`config.mk`:
```
export PLATFORM = sky130hd
export DESIGN_NAME = gpio_reset_strap_logic
export DESIGN_NICKNAME = d
export VERILOG_FILES = /design/src/gpio_strap_pkg.sv /design/src/strap_if.sv /design/src/gpio_reset_strap_logic.sv /design/src/strap_latch.sv
export SDC_FILE = /design/constraint.sdc
export NUM_CORES = 1
export LEC_CHECK = 0
export BUFFER_PORTS_ARGS = -buffer_cell sky130_fd_sc_hd__buf_2
export CAP_MARGIN = 25
export CORE_MARGIN = 4
export CORE_UTILIZATION = 48
export CTS_BUF_LIST = sky130_fd_sc_hd__clkbuf_16
export CTS_CLUSTER_DIAMETER = 30
export CTS_CLUSTER_SIZE = 20
export DETAILED_ROUTE_END_ITERATION = 12
export PLACE_DENSITY = 0.87
export SYNTH_ARGS = -nofsm -noshare
export SYNTH_HDL_FRONTEND = slang
export SYNTH_SLANG_ARGS = --single-unit
```
`constraint.sdc`:
```
create_clock -name clk -period 4.2 [get_ports clk]
set_clock_uncertainty 0.1 [all_clocks]
set_input_delay 0.42 -clock clk [delete_from_list [all_inputs] [get_ports clk]]
set_output_delay 0.42 -clock clk [all_outputs]
set_load 0.1 [all_outputs]
```
`src/gpio_strap_pkg.sv`:
```
// Summary of operation
// - reset output low while switched rail low
// - reset output driven low at start-up
// - manual reset input forces reset, default high
// - manual reset polarity selectable, low asserts
// - first debug strap sampled as address bit 4
// - second debug strap sampled as address bit 5
// - hardware reset input is active high
// - hardware reset reloads settings from flash
// - pin 4 hot plug transmit, receive or both
// - pin 5 optional hot plug receive input
// - pin 3 drives mux enable output
// - pin 14 drives mux polarity output
// - bus power strap sampled at each boot, disables paths on dead battery
// - pin 0 mux altmode select, tri-state capable
package gpio_strap_pkg;
    localparam int ADDR_B4_POS = 4;
    localparam int ADDR_B5_POS = 5;
    localparam logic [1:0] HPD_OFF  = 2'h0;
    localparam logic [1:0] HPD_TX   = 2'h1;
    localparam logic [1:0] HPD_RX   = 2'h2;
    localparam logic [1:0] HPD_TXRX = 2'h3;
    localparam logic       MRST_POL_DEFAULT = 1'h1;
    // flash reload time, stands for the boot loader's read-out
    localparam int FLASH_LOAD_NS = 1000;
    localparam int CLK_PERIOD_NS = 10;
    localparam int FLASH_LOAD_CYC =
        (FLASH_LOAD_NS + CLK_PERIOD_NS - 1) / CLK_PERIOD_NS;
    localparam int CNT_W = 8;
    typedef enum logic [1:0] {
        ST_SAMPLE,
        ST_LOAD,
        ST_RUN
    } boot_state_t;
endpackage : gpio_strap_pkg

```
`src/strap_if.sv`:
```
`timescale 1ns/1ns
interface strap_if;
    import gpio_strap_pkg::*;
    logic sample;
    logic b4;
    logic b5;
    logic bus_power;
    modport ctrl (output sample, input b4, b5, bus_power);
    modport latch (input sample, output b4, b5, bus_power);
endinterface : strap_if

```
`src/gpio_reset_strap_logic.sv`:
```
`timescale 1ns/1ns
module gpio_reset_strap_logic
(
    // clock and reset
    input  wire logic       clk,
    input  wire logic       rst,
    // reset pins
    input  wire logic       hw_reset_in,
    input  wire logic       manual_reset_in,
    input  wire logic       mrst_low_active,
    input  wire logic       switched_3v3_rail,
    output logic            sys_reset_out_n,
    output logic            sys_reset_out_oe,
    // strap pins
    input  wire logic       addr_strap_b4,
    input  wire logic       addr_strap_b5,
    input  wire logic       bus_power_strap,
    output logic [6:0]      i2c_addr_bits,
    output logic            power_paths_block,
    // flash reload
    output logic            flash_reload_req,
    input  wire logic       flash_reload_done,
    output logic            config_ready,
    // superspeed mux
    input  wire logic       mux_enable_sel,
    input  wire logic       mux_enable_val,
    input  wire logic       mux_polarity_sel,
    input  wire logic       mux_polarity_val,
    input  wire logic       mux_altmode_sel_en,
    input  wire logic       mux_altmode_val,
    input  wire logic       mux_altmode_drive,
    input  wire logic       dead_battery,
    output logic            ss_mux_enable,
    output logic            ss_mux_enable_oe,
    output logic            ss_mux_polarity,
    output logic            ss_mux_polarity_oe,
    output logic            ss_mux_altmode_sel,
    output logic            ss_mux_altmode_sel_oe,
    // hot plug detect
    input  wire logic       dp_supported,
    input  wire logic [1:0] hpd4_mode,
    input  wire logic       hpd5_rx_en,
    input  wire logic       hpd_tx_val,
    input  wire logic       gpio4_in,
    input  wire logic       gpio5_in,
    output logic            gpio4_out,
    output logic            gpio4_oe,
    output logic            hpd_rx
);
    import gpio_strap_pkg::*;

    strap_if sl ();

    boot_state_t      state_reg;
    boot_state_t      state_next;
    logic [CNT_W-1:0] cnt_reg;
    logic [CNT_W-1:0] cnt_next;
    logic             mrst_act;
    logic             rst_out_n_reg;
    logic             rst_out_n_next;
    logic             out_reg;
    logic [5:0]       mux_next;
    logic [5:0]       mux_reg;
    logic [2:0]       hpd_next;
    logic [2:0]       hpd_reg;

    localparam logic [CNT_W-1:0] LOAD_LAST = CNT_W'(FLASH_LOAD_CYC - 1);

    strap_latch i_strap_latch
    (
        .clk             (clk),
        .rst             (rst),
        .addr_strap_b4   (addr_strap_b4),
        .addr_strap_b5   (addr_strap_b5),
        .bus_power_strap (bus_power_strap),
        .sl              (sl.latch)
    );

    // boot: sample straps, reload from flash, run
    always_comb
    begin
        state_next = state_reg;
        cnt_next   = cnt_reg;
        sl.sample  = 1'b0;
        case (state_reg)
            ST_SAMPLE:
            begin
                sl.sample  = 1'b1;
                cnt_next   = '0;
                state_next = ST_LOAD;
            end
            ST_LOAD:
            begin
                if (cnt_reg != LOAD_LAST)
                begin
                    cnt_next = cnt_reg + 1'b1;
                end
                else if (flash_reload_done)
                begin
                    state_next = ST_RUN;
                end
            end
            default:
            begin
                state_next = ST_RUN;
            end
        endcase
        if (hw_reset_in)
        begin
            state_next = ST_SAMPLE;
        end
    end

    always_ff @(posedge clk)
    begin
        if (rst)
        begin
            state_reg <= ST_SAMPLE;
            cnt_reg   <= '0;
        end
        else
        begin
            state_reg <= state_next;
            cnt_reg   <= cnt_next;
        end
    end

    assign flash_reload_req = (state_reg == ST_LOAD);
    assign config_ready     = (state_reg == ST_RUN);

    // reset output
    always_comb
    begin
        mrst_act = mrst_low_active ? !manual_reset_in
                                   : manual_reset_in;
        rst_out_n_next = switched_3v3_rail
                         && !mrst_act && !hw_reset_in
                         && (state_reg == ST_RUN);
    end

    always_ff @(posedge clk)
    begin
        if (rst)
        begin
            rst_out_n_reg <= 1'b0;
            out_reg       <= 1'b0;
        end
        else
        begin
            rst_out_n_reg <= rst_out_n_next;
            out_reg       <= 1'b1;
        end
    end

    assign sys_reset_out_n  = rst_out_n_reg;
    assign sys_reset_out_oe = 1'b1;

    // only the strapped bits come from here, the rest stay zero
    always_comb
    begin
        i2c_addr_bits              = '0;
        i2c_addr_bits[ADDR_B4_POS] = sl.b4;
        i2c_addr_bits[ADDR_B5_POS] = sl.b5;
    end
    assign power_paths_block = sl.bus_power && dead_battery;

    // superspeed mux pins: {altmode oe, altmode, pol oe, pol, en oe, en}
    always_comb
    begin
        mux_next = '0;
        if (config_ready)
        begin
            mux_next[0] = mux_enable_sel && mux_enable_val;
            mux_next[1] = mux_enable_sel;
            mux_next[2] = mux_polarity_sel && mux_polarity_val;
            mux_next[3] = mux_polarity_sel;
            mux_next[4] = mux_altmode_sel_en && mux_altmode_val;
            mux_next[5] = mux_altmode_sel_en && mux_altmode_drive;
        end
    end

    // hot plug detect: {gpio4 out, gpio4 oe, rx}
    always_comb
    begin
        hpd_next = '0;
        if (dp_supported && config_ready)
        begin
            if (hpd4_mode == HPD_TX || hpd4_mode == HPD_TXRX)
            begin
                hpd_next[2] = hpd_tx_val;
                hpd_next[1] = 1'b1;
            end
            if (hpd4_mode == HPD_RX || hpd4_mode == HPD_TXRX)
            begin
                hpd_next[0] = gpio4_in;
            end
            else if (hpd5_rx_en)
            begin
                hpd_next[0] = gpio5_in;
            end
        end
    end

    always_ff @(posedge clk)
    begin
        if (rst)
        begin
            mux_reg <= '0;
            hpd_reg <= '0;
        end
        else
        begin
            mux_reg <= mux_next;
            hpd_reg <= hpd_next;
        end
    end

    assign ss_mux_enable         = mux_reg[0];
    assign ss_mux_enable_oe      = mux_reg[1];
    assign ss_mux_polarity       = mux_reg[2];
    assign ss_mux_polarity_oe    = mux_reg[3];
    assign ss_mux_altmode_sel    = mux_reg[4];
    assign ss_mux_altmode_sel_oe = mux_reg[5];
    assign gpio4_out             = hpd_reg[2];
    assign gpio4_oe              = hpd_reg[1];
    assign hpd_rx                = hpd_reg[0];

    a_rail_low_rst: assert property (@(posedge clk) disable iff (rst)
        !switched_3v3_rail |=> !sys_reset_out_n)
        else $error("reset output released with rail low");
    a_start_low: assert property (@(posedge clk)
        $rose(out_reg) |-> !sys_reset_out_n && sys_reset_out_oe)
        else $error("reset output not low at start-up");
    a_mrst_high: assert property (@(posedge clk) disable iff (rst)
        (!mrst_low_active && manual_reset_in) |=> !sys_reset_out_n)
        else $error("manual reset high did not assert reset");
    a_mrst_low: assert property (@(posedge clk) disable iff (rst)
        (mrst_low_active && !manual_reset_in) |=> !sys_reset_out_n)
        else $error("manual reset low did not assert reset");
    a_hw_reload: assert property (@(posedge clk) disable iff (rst)
        hw_reset_in ##1 !hw_reset_in |-> ##1 flash_reload_req)
        else $error("hardware reset did not start reload");
    a_hw_hold: assert property (@(posedge clk) disable iff (rst)
        hw_reset_in |=> !config_ready)
        else $error("hardware reset did not stop operation");
    a_hpd_tx: assert property (@(posedge clk) disable iff (rst)
        (dp_supported && config_ready && hpd4_mode == HPD_TX)
        |=> gpio4_oe && gpio4_out == $past(hpd_tx_val))
        else $error("hot plug transmit not driven");
    a_mux_pol: assert property (@(posedge clk) disable iff (rst)
        (config_ready && mux_polarity_sel)
        |=> ss_mux_polarity == $past(mux_polarity_val))
        else $error("mux polarity not driven");
endmodule : gpio_reset_strap_logic

```
`src/strap_latch.sv`:
```
`timescale 1ns/1ns
module strap_latch
(
    // clock and reset
    input  wire logic clk,
    input  wire logic rst,
    // strap pins
    input  wire logic addr_strap_b4,
    input  wire logic addr_strap_b5,
    input  wire logic bus_power_strap,
    // held values
    strap_if.latch    sl
);
    import gpio_strap_pkg::*;
    logic [2:0] val_reg;
    logic [2:0] val_next;

    always_comb
    begin
        val_next = val_reg;
        if (sl.sample)
        begin
            val_next = {bus_power_strap, addr_strap_b5, addr_strap_b4};
        end
    end

    always_ff @(posedge clk)
    begin
        if (rst)
        begin
            val_reg <= 3'h0;
        end
        else
        begin
            val_reg <= val_next;
        end
    end

    assign sl.b4        = val_reg[0];
    assign sl.b5        = val_reg[1];
    assign sl.bus_power = val_reg[2];

    a_strap_hold: assert property (@(posedge clk) disable iff (rst)
        !sl.sample |=> $stable(val_reg))
        else $error("strap value moved without sampling");
    a_strap_take: assert property (@(posedge clk) disable iff (rst)
        sl.sample |=> val_reg[0] == $past(addr_strap_b4))
        else $error("address bit 4 not sampled");
    a_strap_b5: assert property (@(posedge clk) disable iff (rst)
        sl.sample |=> val_reg[1] == $past(addr_strap_b5))
        else $error("address bit 5 not sampled");
    a_strap_bp: assert property (@(posedge clk) disable iff (rst)
        sl.sample |=> val_reg[2] == $past(bus_power_strap))
        else $error("bus power strap not sampled");
endmodule : strap_latch

```
# Yosys cells after proc, flatten, opt, wreduce, memory -nomap -nowiden
# Index checks and enable logic that the tools add are counted.
[totals]
ff_bits = 23
word_cells = 52
output_inout_bits = 21
[op_classes]
bitwise_logic = 3
mux = 10
eq_ne = 9
addsub = 1
n_reduce_logical = 22
[ops]
columns = ["operator", "count"]
rows = [
  ["one-hot mux 8 bit (2 select lines)", 1],
  ["logical AND 1 bit", 9],
  ["adder 8 x 1 -> 8 bit (second input constant)", 1],
  ["two-way mux 8 bit", 1],
  ["inequality test 8 x 7 -> 1 bit (second input constant)", 1],
  ["equality test 2 bit (second input constant)", 3],
  ["OR reduction 2 bit", 3],
  ["two-way mux 1 bit", 5],
  ["equality test 2 x 1 -> 1 bit (second input constant)", 2],
  ["two-way mux 2 bit", 2],
  ["inequality test 2 x 1 -> 1 bit (second input constant)", 2],
  ["one-hot mux 2 bit (2 select lines)", 1],
  ["AND reduction 2 bit", 2],
  ["logical NOT 1 bit", 3],
  ["NOT 1 bit", 3],
  ["OR reduction 3 bit", 1],
  ["logical NOT 2 bit", 1],
  ["logical OR 1 bit", 2],
  ["inequality test 2 bit (second input constant)", 1],
  ["nonzero test 2 bit", 1],
]

# Logic depth before layout (Yosys ltp)
[depth]
word_depth = 6
mapped_depth = 5

# Cells and area by module
# From an unflattened synthesis, not the netlist that was laid out.
[hier_totals]
cells_unflattened = 108
area_unflattened_um2 = 1049.8
[by_module_without_submodules]
columns = ["mod", "instances", "area_per_inst_um2", "seq_area_each_um2", "cells_each"]
rows = [
  ["gpio_reset_strap_logic", 1, 948.4, 400.4, 99],
  ["strap_latch", 1, 101.3, 60.1, 9],
]

# Worst setup path after synthesis
# No wires, ideal clock.
[synth_timing]
path_kind = "register to register"
start = "register state_reg[1]"
end = "register cnt_reg[3]"
path_stages_with_launch = 6
required_ps = 4035
arrival_ps = 2268
period_less_slack_ps = 2433
setup_slack_ps = 1767
path_cell_list = "dfxtp_1 -> clkbuf_1 -> nor2b_1 -> nor3b_1 -> a21oi_1 -> nor2_1"
[synth_between]
elab_chain_cells = 3
word_cells_on_any_way = 6
classes_between = "2 x eq/ne; 1 x mux; 3 x reduce/logical"
[synth_rtl]
columns = ["item", "line", "text"]
rows = [
  ["from (decl)", "gpio_reset_strap_logic.sv:54", "boot_state_t state_reg;"],
  ["from (signal assigned)", "gpio_reset_strap_logic.sv:123", "state_reg <= state_next;"],
  ["equality test 2 x 1 -> 1 bit (*)", "-", ""],
  ["net flash_reload_req", "gpio_reset_strap_logic.sv:21", "output logic flash_reload_req,"],
  ["inequality test 2 x 1 -> 1 bit (no source line) or nonzero test 2 bit (tied branches)", "-", ""],
  ["AND reduction 2 bit (no source line)", "-", ""],
  ["to (signal assigned)", "gpio_reset_strap_logic.sv:124", "cnt_reg <= cnt_next;"],
  ["to (decl)", "gpio_reset_strap_logic.sv:56", "logic [CNT_W-1:0] cnt_reg;"],
]
# Mark *: on every way through the listed nets, which the timed path passes. The rest lies on a longest branch.
# A chain may end at the register's enable or synchronous reset.

# Final worst setup path
[layout_timing]
start = "register state_reg[1]"
end = "output config_ready"
[layout_between]
elab_chain_cells = 1
[layout_rtl]
columns = ["item", "line", "text"]
rows = [
  ["equality test 2 bit", "gpio_reset_strap_logic.sv:129", "assign config_ready = (state_reg == ST_RUN);"],
  ["to (decl)", "gpio_reset_strap_logic.sv:23", "output logic config_ready,"],
]
# No other way between the ends.

==> results by group <==
Global routing
  • Pin count of the biggest net entering global routing: 14
  • Vias in the first global route: 882
  • First-pass GRT wire length: ~3700 µm
  • Global route overflow: 0
  • Gr usage total: 18.3%
  • Initial antenna violation count: 0

Worst setup path
  • Critical path class: reg -> out
  • Worst setup SP type: flop
  • Crit path DAT: 1490 ps
  • Worst EP required: 3680 ps
  • Crit end category: output port
  • CP max FO: 12

STA
  • Total Neg Setup Slack: 0 ps
  • Max-slew violation count: 0
  • Crit path setup slack, layout: 2190 ps
  • Minimum clock period after layout: ~2000 ps
  • RSZ-0062 raised after global routing: false
  • Part of the cycle the worst path needs: about 48%
  • Final Setup Violations: 0
  • Fmax achieved: ~500 MHz
  • Final hold violations: 0

Die
  • Effective utilization at floorplan: 51.1%
  • FP Rows: 16
  • Chip Height: between 50 and 60 µm
  • Die Width: approximately 54 µm
  • I/O Pins: 46
  • Core Region: 1980 µm²
  • Die ar.: 2910 µm²

Routing
  • Drt wl/cell: 13.7 µm
  • Routed Antenna Nets: 0
  • DRC viols: 0
  • Vias: just under 900
  • DR vias/cell: 5.20
  • Drt first pass iters: 4
  • Number of DRC markers in iteration 0: 23
  • Post-Route WL: 2340 µm

Clock network
  • CTS Root Cell: clkbuf_16
  • H-Tree Depth: 1
  • Postcts setup bufs: 0
  • Resized Gates After CTS: 0
  • Clock-pin slew on the worst setup and hold paths: 60 ps
  • Clk buf depth: 2
  • CTS Sinks: 23
  • CTS Buf Count: 3
  • Hold-fix buffers, CTS: 0
  • CTS tree: yes
  • Clock latency on the worst-skew pair: 260 ps

Power and ir drop
  • Switching part of the total: 25.9%
  • Peak VDD IR: 237 µV
  • Psw: 127 µW
  • Comb power frac: 13.1%
  • Pleak: around 0.63 nW
  • Cell Pwr Density: 390 nW/µm²
  • Power share of the sequential group: 45.6%
  • Final Power: between 400 and 500 µW
  • Clock power frac: 41.3%
  • Internal Dissipation: roughly 360 µW

Synthesis
  • Main synth FF type: dfxtp_1
  • Flops & latches, synth: 23
  • Mapped Avg Cell Area: 9.37 µm²
  • Number of enable flip-flop cells after synthesis: 0
  • Synth warnings: 0
  • Post-synthesis sequential area ratio: 45.5%
  • Async SR Flop Fraction: 0%
  • Yosys cell types: 37
  • Mapped Area: slightly above 1000 µm²
  • Cells after synthesis: 108

Finish
  • Layout net count: 171
  • Max reg flops: 8
  • Most frequent cells in the layout: buf_2, dfxtp_1, nand2_1, and3_1, nor2_1
  • Diodes inserted: 0
  • Area Growth Syn to Fin: 24.1%
  • Most common cell after layout, fill and taps aside: buf_2
  • Share of layout cells above drive strength 1: 36.8%
  • Fin util: 63.4%
  • Design area: approximately 1300 µm²
  • Final-layout fill cell count: roughly 160

Place
  • HPWL Detailed: 1760 µm
  • RePlAce Congestion: around 0.92
  • PortBufs: 39
  • Post-DP Area: ~1200 µm²
  • Pre-CTS WS: 2380 ps

Min path
  • Hold WC Path Type: in -> reg

Job
  • Max cap viols: 0

Run status
  • Status: complete, no violations
-- synth_stat cells (all sizes together), types with 2 or more instances --
| cell type | count | area, µm² |
|---|---|---|
| nor3 | 5 | 25.0 |
| nand3 | 3 | 15.0 |
| nor4 | 2 | 12.5 |
| nor2 | 7 | 26.3 |
| buf | 10 | 75.1 |
| o21ai | 4 | 20.0 |
| a21oi | 7 | 38.8 |
| a211o | 2 | 17.5 |
| nand2 | 8 | 30.0 |
| dfxtp | 23 | 460 |
| inv | 2 | 7.51 |
| and3 | 8 | 50.1 |
| conb | 2 | 7.51 |
| a22o | 2 | 20.0 |
| and2 | 5 | 32.5 |
-- metal layers --
| metal | up-vias | routed length [µm] | track usage [%] |
|---|---|---|---|
| met5 | - | 0 | 0 |
| met4 | 0 | 43 | 9.36 |
| met3 | 7 | 234 | 6.37 |
| met2 | 43 | 1150 | 32.3 |
| met1 | 402 | 909 | 18.8 |
| li1 | 437 | - | - |
-- path summary, 6_finish.rpt --
check | from | endpoint | slack [ps] | cells after the start
setup reg to reg | cnt_reg[0] | cnt_reg[6] | 2340 | 5
hold / removal | hw_reset_in | sys_reset_out_n | 260 | 2
hold reg to reg | i_strap_latch.val_reg[1] | i_strap_latch.val_reg[1] | 380 | 2
setup / recovery | state_reg[1] | config_ready | 2190 | 3
-- critical path, stage by stage, from the launching register on --
cell and delay [ps]:
dfxtp_1 550, nand2b_1 170, inv_1 90, buf_2 420
-- metrics by stage --
| stage | std cells | hold slack (ps) |
|---|---|---|
| 2_1_floorplan | 112 | 349 |
| 3_3_place_gp | 167 | 357 |
| 3_5_place_dp | 167 | 381 |
| 4_1_cts | 171 | 262 |
| 5_1_grt | 171 | 264 |
| 6_report | 171 | 265 |
-- cells by family (layout without fill, tap and decap cells) --
| family | Yosys count | count (layout) | synth area share [%] |
|---|---|---|---|
| AO/OA/AOI/OAI | 20 | 20 | 14.6 |
| XOR/XNOR | 1 | 1 | 0.865 |
| adder cells (fa/ha/maj) | 1 | 1 | 1.24 |
| buffers and inverters | 13 | 45 | 8.53 |
| flip-flops | 23 | 23 | 45.5 |
| multiplexers | 1 | 1 | 1.11 |
| other | 2 | 6 | 0.742 |
| AND/OR/NAND/NOR | 47 | 47 | 27.4 |
-- area by class of cell --
cell class                      instances  area, µm²  area share [%]
Multi-Input combinational cell         76        480            38.2
Clock buffer                            3       75.1            5.98
Clock inverter                          1       3.75           0.299
Timing Repair Buffer                   39        195            15.5
Tap cell                               27       33.8            2.69
Sequential cell                        23        460            36.7
Inverter                                2       7.51           0.598
-- power groups by stage --
| stage | registers, mW | clock network (mW) | logic (mW) |
|---|---|---|---|
| 2_1_floorplan | 0.227 | 0 | 0.0565 |
| 6_report | 0.223 | 0.202 | 0.0642 |
| 5_1_grt | 0.224 | 0.213 | 0.0679 |
| 3_5_place_dp | 0.228 | 0 | 0.0639 |
| 4_1_cts | 0.223 | 0.203 | 0.0642 |
| 3_3_place_gp | 0.228 | 0 | 0.0627 |
Power figures use the tool's default switching activity.
